$ cat src/logic/btwd_pkg.sv
// constants for the basic interval timer and watchdog control block
package btwd_pkg;
    // ===========================================================
    // register map
    localparam logic [7:0] CTRL_ADDR      = 8'hd3;
    localparam logic [7:0] COUNT_ADDR     = 8'hfd;
    localparam logic [7:0] CTRL_RESET     = 8'h00;
    localparam logic [7:0] COUNT_RESET    = 8'h00;
    localparam logic [7:0] READ_ZERO      = 8'h00;
    // ===========================================================
    // control field layout
    localparam int         WDT_CODE_MSB   = 7;
    localparam int         WDT_CODE_LSB   = 4;
    localparam int         SEL_MSB        = 3;
    localparam int         SEL_LSB        = 2;
    localparam int         CNT_CLR_BIT    = 1;
    localparam int         DIV_CLR_BIT    = 0;
    localparam logic [3:0] WDT_DISABLE    = 4'ha;
    localparam logic [1:0] SEL_DIV4096    = 2'h0;
    localparam logic [1:0] SEL_DIV1024    = 2'h1;
    localparam logic [1:0] SEL_DIV128     = 2'h2;
    localparam logic [1:0] SEL_INVALID    = 2'h3;
    // ===========================================================
    // divider
    localparam int         DIV_WIDTH      = 12;
    localparam logic [11:0] DIV_ONES      = 12'h0fff;
    localparam logic [11:0] MASK_4096     = 12'h0fff;
    localparam logic [11:0] MASK_1024     = 12'h03ff;
    localparam logic [11:0] MASK_128      = 12'h007f;
    localparam logic [11:0] DIV_ZERO      = 12'h0000;
    localparam logic [7:0] COUNT_ONE      = 8'h01;
    localparam logic [7:0] COUNT_MAX      = 8'hff;
endpackage : btwd_pkg

$ cat src/logic/btwd_tick_if.sv
// carrier between the control top and the shared oscillator divider
`timescale 1ns/10ps
`default_nettype none
interface btwd_tick_if;
    logic        div_clear;
    logic        tick_4096;
    logic        tick_1024;
    logic        tick_128;

    modport ctrl (output div_clear, input tick_4096, input tick_1024, input tick_128);
    modport div  (input div_clear, output tick_4096, output tick_1024, output tick_128);
endinterface : btwd_tick_if
`default_nettype wire

$ cat src/logic/btwd_divider.sv
// shared oscillator divider feeding the basic timer; timer 0 only gets the clear pulse on T0_DIV_CLEAR
`timescale 1ns/10ps
`default_nettype none
module btwd_divider (
    // clock and reset
    input  wire logic CLK,
    input  wire logic RESET_N,
    // divider side of the carrier
    btwd_tick_if.div  tick
);
    logic [11:0] div_reg;

    function automatic logic tap(input logic [11:0] value, input logic [11:0] mask);
        tap = ((value & mask) == mask);
    endfunction : tap

    // ===========================================================
    // free running count, cleared on request
    always_ff @(posedge CLK or negedge RESET_N) begin
        if (!RESET_N) begin
            div_reg <= btwd_pkg::DIV_ZERO;
        end else if (tick.div_clear) begin
            div_reg <= btwd_pkg::DIV_ZERO;
        end else begin
            div_reg <= div_reg + 12'h0001;
        end
    end

    // ticks are one-cycle enables, never derived clocks
    assign tick.tick_4096 = tap(div_reg, btwd_pkg::MASK_4096);
    assign tick.tick_1024 = tap(div_reg, btwd_pkg::MASK_1024);
    assign tick.tick_128  = tap(div_reg, btwd_pkg::MASK_128);
endmodule : btwd_divider
`default_nettype wire

$ cat src/logic/btwd_ctrl.sv
// basic interval timer and watchdog control top
//
// The plain strobed port is this design's own decision.
`timescale 1ns/10ps
`default_nettype none
module btwd_ctrl (
    // clock and reset
    input  wire logic       CLK,
    input  wire logic       RESET_N,
    // register port
    input  wire logic [7:0] ADDR,
    input  wire logic [7:0] WDATA,
    input  wire logic       WR,
    input  wire logic       RD,
    output logic      [7:0] RDATA,
    // timer and watchdog status
    output logic      [7:0] BT_COUNT,
    output logic            WDT_ENABLE,
    output logic            WDT_RESET_REQ,
    output logic            T0_DIV_CLEAR
);
    // ===========================================================
    // declarations
    btwd_tick_if tick ();

    logic [7:0] ctrl_reg;
    logic [7:0] count_reg;
    logic [7:0] rdata_reg;
    logic       cnt_clr_reg;
    logic       div_clr_reg;
    logic       wdt_req_reg;
    logic       wr_ctrl;
    logic       sel_tick;
    logic       wdt_on;

    btwd_divider u_divider (
        .CLK     (CLK),
        .RESET_N (RESET_N),
        .tick    (tick.div)
    );

    // ===========================================================
    // decode
    assign wr_ctrl = WR && (ADDR == btwd_pkg::CTRL_ADDR);
    assign wdt_on  = (ctrl_reg[btwd_pkg::WDT_CODE_MSB:btwd_pkg::WDT_CODE_LSB]
                      != btwd_pkg::WDT_DISABLE);

    always_comb begin
        case (ctrl_reg[btwd_pkg::SEL_MSB:btwd_pkg::SEL_LSB])
            btwd_pkg::SEL_DIV4096: sel_tick = tick.tick_4096;
            btwd_pkg::SEL_DIV1024: sel_tick = tick.tick_1024;
            btwd_pkg::SEL_DIV128:  sel_tick = tick.tick_128;
            // invalid code: counter holds rather than guessing a rate
            default:               sel_tick = 1'b0;
        endcase
    end

    // ===========================================================
    // control register; clear bits are never stored
    always_ff @(posedge CLK or negedge RESET_N) begin
        if (!RESET_N) begin
            ctrl_reg <= btwd_pkg::CTRL_RESET;
        end else if (wr_ctrl) begin
            ctrl_reg <= {WDATA[btwd_pkg::WDT_CODE_MSB:btwd_pkg::SEL_LSB], 2'h0};
        end
    end

    // one-cycle clear pulses, self-ending
    always_ff @(posedge CLK or negedge RESET_N) begin
        if (!RESET_N) begin
            cnt_clr_reg <= 1'b0;
            div_clr_reg <= 1'b0;
        end else begin
            cnt_clr_reg <= wr_ctrl && WDATA[btwd_pkg::CNT_CLR_BIT];
            div_clr_reg <= wr_ctrl && WDATA[btwd_pkg::DIV_CLR_BIT];
        end
    end

    assign tick.div_clear = div_clr_reg;

    // ===========================================================
    // basic timer counter and watchdog overflow
    always_ff @(posedge CLK or negedge RESET_N) begin
        if (!RESET_N) begin
            count_reg <= btwd_pkg::COUNT_RESET;
        end else if (cnt_clr_reg) begin
            count_reg <= btwd_pkg::COUNT_RESET;
        end else if (sel_tick && !div_clr_reg) begin
            count_reg <= count_reg + btwd_pkg::COUNT_ONE;
        end
    end

    // overflow only resets the chip while the watchdog is on
    always_ff @(posedge CLK or negedge RESET_N) begin
        if (!RESET_N) begin
            wdt_req_reg <= 1'b0;
        end else begin
            wdt_req_reg <= wdt_on && sel_tick && !div_clr_reg && !cnt_clr_reg
                           && (count_reg == btwd_pkg::COUNT_MAX);
        end
    end

    // ===========================================================
    // read port, data in the cycle after the strobe
    always_ff @(posedge CLK or negedge RESET_N) begin
        if (!RESET_N) begin
            rdata_reg <= btwd_pkg::READ_ZERO;
        end else if (RD) begin
            case (ADDR)
                btwd_pkg::CTRL_ADDR:  rdata_reg <= ctrl_reg;
                btwd_pkg::COUNT_ADDR: rdata_reg <= count_reg;
                default:              rdata_reg <= btwd_pkg::READ_ZERO;
            endcase
        end else begin
            rdata_reg <= btwd_pkg::READ_ZERO;
        end
    end

    // ===========================================================
    // outputs, all from flops
    always_ff @(posedge CLK or negedge RESET_N) begin
        if (!RESET_N) begin
            WDT_ENABLE <= 1'b1;
        end else begin
            WDT_ENABLE <= wdt_on;
        end
    end

    assign RDATA         = rdata_reg;
    assign BT_COUNT      = count_reg;
    assign WDT_RESET_REQ = wdt_req_reg;
    assign T0_DIV_CLEAR  = div_clr_reg;
endmodule : btwd_ctrl
`default_nettype wire

$ cat config.mk
export PLATFORM = sky130hd
export DESIGN_NAME = btwd_ctrl
export DESIGN_NICKNAME = d
export VERILOG_FILES = /design/src/logic/btwd_pkg.sv /design/src/logic/btwd_tick_if.sv /design/src/logic/btwd_divider.sv /design/src/logic/btwd_ctrl.sv
export SDC_FILE = /design/constraint.sdc
export NUM_CORES = 1
export LEC_CHECK = 0
export ABC_AREA = 0
export BUFFER_PORTS_ARGS = -buffer_cell sky130_fd_sc_hd__buf_4
export CORE_MARGIN = 2
export CORE_UTILIZATION = 40
export DETAILED_ROUTE_END_ITERATION = 10
export GPL_ROUTABILITY_DRIVEN = 0
export PLACE_DENSITY = 0.67
export SLEW_MARGIN = 15
export SYNTH_ARGS = -nofsm -noshare
export SYNTH_HDL_FRONTEND = slang
export SYNTH_SLANG_ARGS = --single-unit
$ cat constraint.sdc
create_clock -name CLK -period 2.04 [get_ports CLK]
set_input_delay 0.204 -clock CLK [delete_from_list [all_inputs] [get_ports CLK]]
set_output_delay 0.204 -clock CLK [all_outputs]
set_load 0.005 [all_outputs]
### Word-level counts from Yosys, hierarchy flattened

Index checks and enable logic that the tools add are counted.

| word-level totals | value |
|---|---|
| output and inout port bits | 19 |
| logic and storage cells | 37 |
| register bits | 38 |
| input bits | 20 |

| operators by class | value |
|---|---|
| add/subtract/negate cells | 2 |
| reductions and logical operators | 12 |
| eq/ne operators | 9 |
| muxes and demuxes | 6 |

Operators by type and width:

| kind | number |
|---|---|
| $eq 8x8->1 const B | 3 |
| $mux 8 | 3 |
| $pmux 8 s2 | 1 |
| $add 12x1->12 const B | 1 |
| $eq 12x12->1 const B | 1 |
| $mux 12 | 1 |
| $eq 10x10->1 const B | 1 |
| $add 8x1->8 const B | 1 |
| $logic_and 1x1->1 | 8 |
| $eq 7x7->1 const B | 1 |
| $ne 4x4->1 const B | 1 |
| $pmux 1 s3 | 1 |
| $eq 2x1->1 const B | 1 |
| $eq 2x2->1 const B | 1 |
| $logic_not 1->1 | 2 |
| $logic_not 2->1 | 1 |
| $reduce_bool 2->1 | 1 |

### Longest topological paths before layout

Gate-level depths: netlist of the first run.

| depth | value |
|---|---|
| depth after elaboration | 6 |
| mapped depth | 6 |
| depth with buffers taken out | 5 |

### By module

From an unflattened synthesis of the first run, not the netlist that was laid out.

| second synthesis, totals | value |
|---|---|
| cells, all modules | 163 |
| area total of the unflattened synthesis | 1769.2 um^2 |

Modules (own cells, without submodules):

| module | area each (um^2) | cells an instance | sequential area each (um^2) | times used |
|---|---|---|---|---|
| btwd_ctrl | 1186.1 | 105 | 651.9 | 1 |
| btwd_divider | 583.1 | 58 | 300.3 | 1 |

### Worst setup path after synthesis of the first run

OpenSTA, ideal clock, no wires.

| timing path | value |
|---|---|
| path type | flip-flop to flip-flop |
| start | register u_divider.div_reg[5] |
| end | register count_reg[3] (netlist: BT_COUNT[3]) |
| cell stages (with the launch flop) | 7 |
| buffers on the path | 1 |
| data required time | 1962 ps |
| arrival | 1619 ps |
| clock period less this slack | 1697 ps |
| path slack | 343 ps |
| library setup time | 78 ps |
| path through | dfrtp_1 -> nand4_1 -> and4bb_1 -> o21ai_2 -> buf_6 -> or4b_1 -> a21oi_1 |

| on the way | value |
|---|---|
| cells in the longest elaborated chain, start to end | 4 |
| elaborated cells between the ends (all ways) | 6 |
| classes of those cells | eq/ne: 3; mux: 1; reduce/logical: 2 |

RTL lines:

| item | RTL line | text |
|---|---|---|
| start, declared | btwd_divider.sv:11 | `logic [11:0] div_reg;` |
| start signal, assigned | btwd_divider.sv:21 | `div_reg <= btwd_pkg::DIV_ZERO;` |
| start signal, assigned | btwd_divider.sv:23 | `div_reg <= btwd_pkg::DIV_ZERO;` |
| start signal, assigned | btwd_divider.sv:25 | `div_reg <= div_reg + 12'h0001;` |
| $eq 12x12->1, or another cell as far along | btwd_divider.sv:14 | `tap = ((value & mask) == mask);` |
| $pmux 1 s3 * | btwd_ctrl.sv:49 | `case (ctrl_reg[btwd_pkg::SEL_MSB:btwd_pkg::SEL_LSB])` |
| $logic_and 1x1->1 * | btwd_ctrl.sv:88 | `end else if (sel_tick && !div_clr_reg) begin` |
| $reduce_bool 2->1 (no source line) * | n/a |  |
| end signal, assigned | btwd_ctrl.sv:85 | `count_reg <= btwd_pkg::COUNT_RESET;` |
| end signal, assigned | btwd_ctrl.sv:87 | `count_reg <= btwd_pkg::COUNT_RESET;` |
| end signal, assigned | btwd_ctrl.sv:89 | `count_reg <= count_reg + btwd_pkg::COUNT_ONE;` |
| end, declared | btwd_ctrl.sv:27 | `logic [7:0] count_reg;` |

Mark *: on every way between the ends. The rest lies on a longest branch, timed or not.
A chain may end at the register's enable or synchronous reset.

### Final worst setup path of the first run

| timing path | value |
|---|---|
| start | register u_divider.div_reg[0] |
| end | register count_reg[7] (netlist: BT_COUNT[7]) |

The elaborated chain is that of the path after synthesis.

==> results of run 1 <==
how the worst max path moves through the flow:
| stage | from | to | slack (ns) | depth (start not counted) |
|---|---|---|---|---|
| after floorplan | u_divider.div_reg[5] | BT_COUNT[3] | 0.34 | 6 |
| after global placement | u_divider.div_reg[5] | BT_COUNT[7] | 0.31 | 5 |
| after detailed placement | u_divider.div_reg[0] | BT_COUNT[7] | 0.24 | 5 |
| after CTS | u_divider.div_reg[0] | BT_COUNT[7] | 0.23 | 5 |
| after global routing | u_divider.div_reg[0] | BT_COUNT[3] | 0.12 | 5 |
| final | u_divider.div_reg[0] | BT_COUNT[7] | 0.23 | 5 |
logic make-up after synthesis:
family / after synthesis
AO/OA/AOI/OAI: 19
XOR/XNOR: 12
adder cells (fa/ha/maj): 2
buffers and inverters: 5
flip-flops: 38
multiplexers: 7
AND/OR/NAND/NOR: 64
what timing repair did:
action / CTS / global route
gates resized for setup: 0 / 0
hold endpoints to repair: 37 / 0
hold buffers: 1 / 0
power by group through the flow:
stage | Combinational [uW] | Sequential [uW] | Clock (uW)
after floorplan | 151 | 894 | 0
after global placement | 215 | 904 | 0
after detailed placement | 223 | 907 | 0
after CTS | 226 | 895 | 530
after global routing | 251 | 903 | 563
final | 220 | 897 | 515
cell usage in the layout, fill, tap and decap left out:
cell type and instances:
buf_4 40, dfrtp_1 37, nor2_1 20, nand2_1 7, nand3_1 7, xor2_1 7
nor2b_1 7, a22oi_1 6, a21oi_1 6, mux2_1 6, clkbuf_8 6, and3_1 5
xnor2_1 5, nand4_1 3, o21ai_1 3, inv_1 2, or3_1 2, o31ai_1 2
or4_1 2, ha_1 2, dfstp_2 1, and2_1 1, nand2b_1 1, nor4_2 1
nand4b_1 1, nand4bb_1 1, and4bb_1 1, nor4b_4 1, o211ai_1 1, nand3b_1 1
nor3_1 1, nor4_1 1, o21ai_2 1, or4b_1 1, mux2i_1 1, clkbuf_1 1
clkinv_2 1, dlygate4sd3_1 1
layout make-up:
type,instances,area [um2],area share (%)
clock inverter,1,5.00,0.236
multi-input combinational,104,697,32.9
clock buffer,7,86.3,4.07
tap,50,62.6,2.95
inverter,2,7.51,0.354
timing repair buffer,41,310,14.6
sequential,38,952,44.9
routing by layer:
layer	wire [um]	vias to the layer above	share of wire (%)
met4	71	0	2.1
li1	-	612	-
met1	1540	625	45
met3	174	6	5.1
met2	1630	32	48
met5	0	-	0
worst max-delay path: cells and delay by family, from the launching register on:
family | cells | cell delay (ns)
compound gates | 2 | 0.34
simple gates | 2 | 0.79
flops | 1 | 0.39
fa+ha+maj | 1 | 0.22
metrics by stage:
step / utilization [%] / setup slack (ns)
after global placement: 50.1 / 0.308
after floorplan: - / 0.343
after global routing: 52.6 / 0.116
after detailed placement: 50.1 / 0.244
after CTS: 52.6 / 0.234
final: 52.6 / 0.226
==> summary.md, run 1 <==
| Metric | Value |
|---|---|
| Status | `finished, final reports clean` |
| Worst Hold Depth | `2` |
| WHS | `0.122 ns` |
| Share of cells above drive strength 1 | `roughly a quarter` |
| Reg power frac | `between 50 and 60%` |
| Initial core utilization | `~42%` |
| Adder-cell share of the synthesized area | `~1.5%` |
| HPWL Detailed | `approximately 2500 um` |
| Cell area after layout | `between 0.002 and 0.0025 mm2` |
| RSZ-0062 raised after global routing | `false` |
| Top cells by count, synth | `dfrtp_1 (37), nor2_1 (20)` |
| Final worst-path cycle share | `88.9%` |
| Avg Inst Size Synth | `11.4 um2` |
| Synth Flop Type | `dfrtp_1` |
| Combinational family with the most area after synthesis | `simple AND/OR/NAND/NOR gates` |
| Reg2reg setup slack | `between 0.2 and 0.25 ns` |
| # rows | `23` |
| FMAX | `551 MHz` |
| Sink Count | `38` |
| Antenna Cells | `0` |
| Nets | `between 200 and 250` |
| Clock Skew | `around 0.007 ns` |
| Sw power | `around 420 uW` |
| Crit start category | `flip-flop` |
| R2r startpoint | `u_divider.div_reg[0]` |
| Worst slew pin tran | `about 0.48 ns` |
| Highest-delay cell along the critical path | `or4_1` |
| Final Max Slew Viols | `0` |
| Die Footprint | `0.00472 mm2` |
| Clock share of power | `roughly a third` |
| Initial antenna violation count | `0` |
| I/O Pins | `39` |
| Internal power | `roughly 1200 uW` |
| Die Ht | `approximately 69 um` |
| Routed Antenna Nets | `0` |
| EDFF count, synth | `0` |
| HP Class | `in -> reg` |
| Simple-gate share of the synthesized area | `between 20 and 25%` |
| Yosys warns | `0` |
| Largest net degree at the start of global routing | `39` |
| Seq/Total Area, Yosys | `56.8%` |
| Max Root-Sink Buffers | `2` |
| Fillers | `approximately 370` |
| Max Cap Viol | `0` |
| 1st-pass router iterations | `4` |
| All-Layer GR Usage | `approximately 16%` |
| Remaining Overflow, GRT | `0` |
| R2R depth | `5` |
| Cell area after synthesis | `roughly 0.0017 mm2` |
| Yosys reg bits | `38` |
| Root Driver | `clkbuf_8` |
| GRT met1 Usage | `between 20% and 30%` |
| Max FFs per register | `12` |
| CP Cell Sequence | `ha_1, and2_1, o21ai_2, or4_1, a21oi_1` |
| Total power | `approximately 1600 uW` |
| CP Capture Type | `flip-flop` |
| Proportion of synthesized area in mux cells | `under 10%` |
| Netlist cell types | `36` |
| Slew HR | `about 68%` |
| Top cell type by total area after synthesis | `dfrtp_1` |
| Via/cell ratio | `roughly 5.2` |
| Max stage delay on crit path | `between 0.5 and 0.6 ns` |
| Layer with the highest usage | `met2` |
| CTS tree | `yes` |
| Final Non-Filler Cells | `243` |
| Area post-placement | `between 0.002 and 0.0025 mm2` |
| Xor/xnor share of the synthesized area | `around 6.3%` |
| Crit path kind | `reg -> reg` |
| Area grow syn2layout | `26.6%` |
| Reg2reg end | `BT_COUNT[7]` |
| DRT iter0 DRCs | `55` |
| H-tree depth | `2` |
| Met3 usage | `under 10%` |
| Most common cell in the netlist | `dfrtp_1` |
| CTS clk-pin slew, worst paths | `0.07 ns` |
| WL per Instance | `14.1 um` |
| Cells after Synth | `around 150` |
| Compound-Gate Fraction of Synth Area | `under 10%` |
| DP Cell Count | `roughly 230` |
| Critical path data arrival time | `2.03 ns` |
| Vias in the first global route | `about 1.2k` |
| Hold worst-path end | `ctrl_reg[5]` |
| Comb power frac | `between 10% and 20%` |
| First-pass GRT wire length | `around 5500 um` |
| Routed Wire Length | `between 3000 and 4000 um` |
| Skew-Pair Late Insertion Delay | `a little under 0.3 ns` |
| Tmin final | `between 1.5 and 2 ns` |
| Met2 Use GR | `about a quarter` |
| Die Span X | `approximately 69 um` |
| Input/output buffers | `38` |
| Syn nets | `169` |
| Count of final hold-check violations | `0` |
| WP data required | `approximately 2.3 ns` |
| Top cell type's share of synthesized area | `a little under three fifths` |
| Post-CTS setup buffer count | `0` |
| DRC | `0` |
| Async S/R FF share, synth | `between 90% and 100%` |
| Sw Ratio | `~26%` |
| Setup violators final | `0` |
| CTS buffer count | `5` |
| Top cells by area, synth | `dfrtp_1 (55%), nor2_1 (4.5%), mux2_1 (4.0%)` |
| Worst Hold Launch | `WDATA[5]` |
| Critical Path Fanout Max | `12` |
| Setup TNS | `0 ns` |
| Pwr dens | `about 770 mW/mm2` |
| Leakage power | `0.00100 uW` |
| Via count | `between 1k and 1.5k` |
| CORE AREA | `0.00403 mm2` |
| Max VDD drop | `about 0.43 mV` |
Note: power is estimated with default switching activity, not from simulation.
==> inputs of run 2 (changes only) <==
Settings changed: BUFFER_PORTS_ARGS -buffer_cell sky130_fd_sc_hd__buf_4 to -buffer_cell sky130_fd_sc_hd__buf_2, CTS_BUF_LIST from default to sky130_fd_sc_hd__clkbuf_4 sky130_fd_sc_hd__clkbuf_8 sky130_fd_sc_hd__clkbuf_16.
==> run 2 against run 1 <==
Net effect: core utilization is 2.1 points lower; first-iteration DRC count decreased by 18%; die area is the same; non-clock buffer count down 1; hold slack got worse by 0.11 ns; sequential share of layout area rose by 1.9 points; via count fell by 1.4%; critical path depth stayed put.
==> summary.md, run 2 (synthesis gave the netlist of run 1 again) <==
| Metric | Value |
|---|---|
| Status | `finished, final reports clean` |
| 1st-pass router iterations | `4 (unchanged)` |
| Die Footprint | `0.00472 mm2 (unchanged)` |
| All-Layer GR Usage | `17.5% (+1.1 points)` |
| Largest net degree at the start of global routing | `39 (unchanged)` |
| Critical Path Fanout Max | `12 (unchanged)` |
| DRT iter0 DRCs | `45 (-18%)` |
| CP startpoint | `u_divider.div_reg[7]` |
| Worst slew pin tran | `0.840 ns (+0.364 ns)` |
| Area grow syn2layout | `21.4%` |
| R2r startpoint | `u_divider.div_reg[7]` |
| Die Span X | `68.7 um (unchanged)` |
| Post-CTS setup buffer count | `0 (unchanged)` |
| WHS | `0.00977 ns (-0.113 ns)` |
| WL per Instance | `14.9 um (+5.7%)` |
| Routed Wire Length | `3600 um (+5.3%)` |
| HP Class | `in -> async` |
| Share of cells above drive strength 1 | `27.1% (+0.66 points)` |
| H-tree depth | `2 (unchanged)` |
| Pwr dens | `837 mW/mm2 (+8.8%)` |
| Skew-Pair Late Insertion Delay | `0.29 ns (about the same)` |
| Commonest non-fill, non-tap cell in the layout | `buf_2` |
| Hold-fix buffers, CTS | `0 (-1)` |
| Final worst-path cycle share | `89.4% (+0.46 points)` |
| Slew HR | `44.0% (-24 points)` |
| Sink Count | `38 (unchanged)` |
| Input/output buffers | `38 (unchanged)` |
| Final Max Slew Viols | `0 (unchanged)` |
| CTS buffer count | `5 (unchanged)` |
| Leading cell types in the layout, fill and taps excluded | `buf_2 (38), dfrtp_1 (37), nor2_1 (20)` |
| Tmin final | `1.82 ns (+0.00948 ns)` |
| Area occupied by multi-input gates | `697 um2 (unchanged)` |
| Setup TNS | `0 ns (unchanged)` |
| Root Driver | `clkbuf_8` |
| I/O Pins | `39 (unchanged)` |
| Count of final hold-check violations | `0 (unchanged)` |
| CTS clk-pin slew, worst paths | `0.08 ns (about the same)` |
| First-pass GRT wire length | `5900 um (+7.4%)` |
| Die Ht | `68.7 um (unchanged)` |
| CORE AREA | `0.00403 mm2 (unchanged)` |
| Max stage delay on crit path | `0.54 ns (about the same)` |
| Crit path kind | `reg -> reg` |
| Via count | `1257 (-1.4%)` |
| Antenna Cells | `0 (unchanged)` |
| Leakage power | `0.000989 uW (-1.1%)` |
| Setup violators final | `0 (unchanged)` |
| Via/cell ratio | `5.19 (-1.0%)` |
| CP Buf/Inv Count | `0 (unchanged)` |
| Max Root-Sink Buffers | `2 (unchanged)` |
| Vias in the first global route | `1201 (+1.8%)` |
| Max FFs per register | `12 (unchanged)` |
| Initial core utilization | `41.6% (unchanged)` |
| Crit start category | `flip-flop` |
| Seq. cell area | `952 um2 (unchanged)` |
| WP data required | `2.25 ns (about the same)` |
| Nets | `213 (-0.47%)` |
| Clock Skew | `0.00614 ns (-0.000871 ns)` |
| Initial antenna violation count | `0 (unchanged)` |
| CP top delay family | `simple AND/OR/NAND/NOR gates` |
| Reg2reg setup slack | `0.22 ns (about the same)` |
| CTS tree | `yes` |
| Post-CTS sizing | `0 (unchanged)` |
| Max VDD drop | `0.344 mV (-19%)` |
| Max Cap Viol | `0 (unchanged)` |
| Remaining Overflow, GRT | `0 (unchanged)` |
| DRC | `0 (unchanged)` |
| RSZ-0062 raised after global routing | `false` |
| Critical path data arrival time | `2.03 ns (about the same)` |
| FMAX | `548 MHz (-0.52%)` |
| Highest-delay cell along the critical path | `or4b_1` |
| Fillers | `378 (+2.7%)` |
| # rows | `23 (unchanged)` |
| CP Cell Sequence | `nand4_1, and4bb_1, o21ai_2, or4b_1, a21oi_1` |
| HPWL Detailed | `2650 um (+5.5%)` |
| CP Capture Type | `flip-flop` |
| Routed Antenna Nets | `0 (unchanged)` |
## run 2: changes by cell type in the layout (fill, tap and decap cells not counted)
cell | previous run | this run
buf_2 | 0 | 38
buf_4 | 40 | 2
clkbuf_8 | 6 | 8
clkbuf_1 | 1 | 0
clkinv_2 | 1 | 0
dlygate4sd3_1 | 1 | 0
## run 2: power by group
group	leakage [uW]	switching, uW	total, uW	internal, uW
combinational	0.000421	111	211	100
clock	0.0000575	255	596	341
sequential	0.000510	70.3	896	826
## run 2: layout make-up
type | count | area share (%)
flip-flops and latches | 38 | 46.8
multi-input cells | 104 | 34.3
well taps | 50 | 3.08
clock buffers | 8 | 5.41
repair buffers | 40 | 10.1
inverters | 2 | 0.369
## run 2: final timing paths
check / to / depth (start not counted)
setup / recovery: BT_COUNT[3] / 5
hold / removal: BT_COUNT[6] / 1
setup reg to reg: BT_COUNT[3] / 5
hold reg to reg: u_divider.div_reg[0] / 1
max in group asynchronous: BT_COUNT[3] / 1
min in group CLK: ctrl_reg[5] / 2
## run 2: per-layer routing
metal / global-route usage [%] / routed length, um / vias to the layer above
met5: 0 / 0 / -
met4: 8.09 / 57 / 0
met3: 3.41 / 195 / 6
met2: 26.7 / 1720 / 43
met1: 23.9 / 1630 / 599
li1: - / - / 609
## run 2: metrics by stage
step,setup slack (ns),total power [uW],instance area [um2],instances,util (%)
3_3_place_gp,0.321,1100,1920,234,47.8
5_1_grt,0.0955,1800,2030,242,50.5
4_1_cts,0.236,1720,2030,242,50.5
2_1_floorplan,0.343,1050,1680,147,-
3_5_place_dp,0.251,1120,1920,234,47.8
6_report,0.217,1700,2030,242,50.5
==> inputs of run 3 (changes only) <==
Settings changed: BUFFER_PORTS_ARGS -buffer_cell sky130_fd_sc_hd__buf_2 to -buffer_cell sky130_fd_sc_hd__clkbuf_2.
Clock period 2.04 ns to 2 ns, I/O delays scaled along.
==> run 3 against run 2 <==
Net effect: critical path depth stayed put; critical endpoint unchanged; register-to-register slack got worse by 0.05 ns; setup slack got worse by 0.053 ns; critical path type unchanged; largest power group unchanged; hold slack improved by 0.10 ns; core utilization increased by 0.43 points; design area rose by 0.86%; highest routed layer unchanged; global-route usage increased by 0.40 points.
==> summary.md, run 3 (synthesis gave the netlist of run 1 again) <==
| Metric | Value |
|---|---|
| RSZ-0062 raised after global routing | `false` |
| Sw Ratio | `26.0% (+0.39 points)` |
| Nets | `215 (+0.94%)` |
| Via/cell ratio | `5.20 (about the same)` |
| Initial core utilization | `41.6% (unchanged)` |
| WHS | `0.114 ns (+0.104 ns)` |
| Tmin final | `1.84 ns (+0.0134 ns)` |
| Comb power frac | `12.4% (about the same)` |
| Leakage power | `0.000986 uW (-0.27%)` |
| WL per Instance | `14.8 um (-0.87%)` |
| Pwr dens | `853 mW/mm2 (+1.8%)` |
| Via count | `1268 (+0.88%)` |
| Initial antenna violation count | `0 (unchanged)` |
| Worst slew pin tran | `0.497 ns (-0.343 ns)` |
| Remaining Overflow, GRT | `0 (unchanged)` |
| Final worst-path cycle share | `91.8% (+2.5 points)` |
| Setup TNS | `0 ns (unchanged)` |
| Max Root-Sink Buffers | `2 (unchanged)` |
| Crit path kind | `reg -> reg` |
| Sink Count | `38 (unchanged)` |
| # rows | `23 (unchanged)` |
| Max FFs per register | `12 (unchanged)` |
| Share of cells above drive strength 1 | `27.3% (+0.24 points)` |
| Die Ht | `68.7 um (unchanged)` |
| Routed Wire Length | `3600 um (about the same)` |
| H-tree depth | `2 (unchanged)` |
| Root Driver | `clkbuf_8` |
| DRT iter0 DRCs | `69 (+53%)` |
| Sw power | `454 uW (+4.3%)` |
| Max Cap Viol | `0 (unchanged)` |
| Critical path data arrival time | `2.06 ns (+0.03 ns)` |
| CTS clk-pin slew, worst paths | `0.07 ns (about the same)` |
| Status | `finished, final reports clean` |
| 1st-pass router iterations | `4 (unchanged)` |
| Clock Skew | `0.00356 ns (-0.00258 ns)` |
| CORE AREA | `0.00403 mm2 (unchanged)` |
| Final Max Slew Viols | `0 (unchanged)` |
| Internal power | `1300 uW (+2.2%)` |
| Clock share of power | `35.3% (+0.3 points)` |
| Total power | `1750 uW (+2.7%)` |
| Skew-Pair Late Insertion Delay | `0.29 ns (about the same)` |
| Crit start category | `flip-flop` |
| Input/output buffers | `38 (unchanged)` |
| Commonest non-fill, non-tap cell in the layout | `clkbuf_2` |
| Reg power frac | `52.3% (-0.3 points)` |
| CTS buffer count | `5 (unchanged)` |
| DRC | `0 (unchanged)` |
| Count of final hold-check violations | `0 (unchanged)` |
| Area grow syn2layout | `22.5%` |
| Critical Path Fanout Max | `12 (unchanged)` |
| CP Capture Type | `flip-flop` |
| I/O Pins | `39 (unchanged)` |
| Routed Antenna Nets | `0 (unchanged)` |
| All-Layer GR Usage | `17.9% (+0.40 points)` |
| PnR worst setup slack | `0.163 ns (-0.0534 ns)` |
| Die Footprint | `0.00472 mm2 (unchanged)` |
| Setup violators final | `0 (unchanged)` |
| HPWL Detailed | `2650 um (about the same)` |
| Largest net degree at the start of global routing | `39 (unchanged)` |
| Slew HR | `66.9% (+23 points)` |
| HP Class | `in -> reg` |
| First-pass GRT wire length | `5940 um (+0.70%)` |
| Antenna Cells | `0 (unchanged)` |
| Vias in the first global route | `1271 (+5.8%)` |
| DP Worst Slack | `0.180 ns (-0.0710 ns)` |
| Leading cell types in the layout, fill and taps excluded | `clkbuf_2 (38), dfrtp_1 (37), nor2_1 (20)` |
| WP data required | `2.22 ns (-0.03 ns)` |
| CTS tree | `yes` |
| FMAX | `544 MHz (-0.73%)` |
| Max VDD drop | `0.297 mV (-14%)` |
| Die Span X | `68.7 um (unchanged)` |
-- run 3: cell count changes in the layout (fill, tap and decap cells not counted) --
cell           previous run  this run
clkbuf_2                  0        38
buf_4                     2         3
buf_2                    38         0
dlygate4sd3_1             0         1
-- run 3: final timing paths --
kind	start	endpoint	slack, ns	cells past startpoint
max	u_divider.div_reg[5]	BT_COUNT[3]	0.16	5
min	WDATA[6]	ctrl_reg[6]	0.11	2
max reg2reg	u_divider.div_reg[5]	BT_COUNT[3]	0.16	5
min reg2reg	u_divider.div_reg[0]	u_divider.div_reg[0]	0.49	1
max in group asynchronous	RESET_N	WDT_ENABLE	1.16	3
min in group asynchronous	RESET_N	ctrl_reg[5]	0.49	3
-- run 3: stage by stage --
stage | util [%] | std cells | area, um2
floorplan | - | 147 | 1680
global placement | 48.0 | 235 | 1930
detailed placement | 48.0 | 235 | 1930
CTS | 50.9 | 244 | 2050
global route | 50.9 | 244 | 2050
finish | 50.9 | 244 | 2050
-- run 3: timing repair --
item,in CTS,in global routing
gates resized for setup,0,0
hold buffers,1,0
buffers inserted,0,0
endpoints found under the hold margin,37,0
-- run 3: worst max-delay path: stages (launching register included) --
cell,delay [ns]
dfrtp_1,0.42
nand2_1,0.17
nor4b_4,0.27
o21ai_2,0.20
or4b_1,0.54
a21oi_1,0.16
-- run 3: area by class of cell --
class	instances	area, um2
Clock buffer	8	110
Fill cell	389	1980
Multi-Input combinational cell	104	697
Timing Repair Buffer	42	223
Tap cell	50	62.6
Inverter	2	7.51
Sequential cell	38	952
-- run 3: power by group through the flow --
stage / Combinational (uW) / Sequential, uW / Clock, uW
after floorplan: 154 / 912 / 0
after global placement: 205 / 922 / 0
after detailed placement: 218 / 927 / 0
after CTS: 221 / 913 / 630
after global routing: 250 / 927 / 666
final: 218 / 914 / 618
-- run 3: layer usage --
metal	vias up	routed length, um	global-route usage [%]
met5	-	0	0
met4	0	92	10.8
met3	8	177	5.19
met2	27	1750	26.6
met1	620	1580	22.9
li1	613	-	-
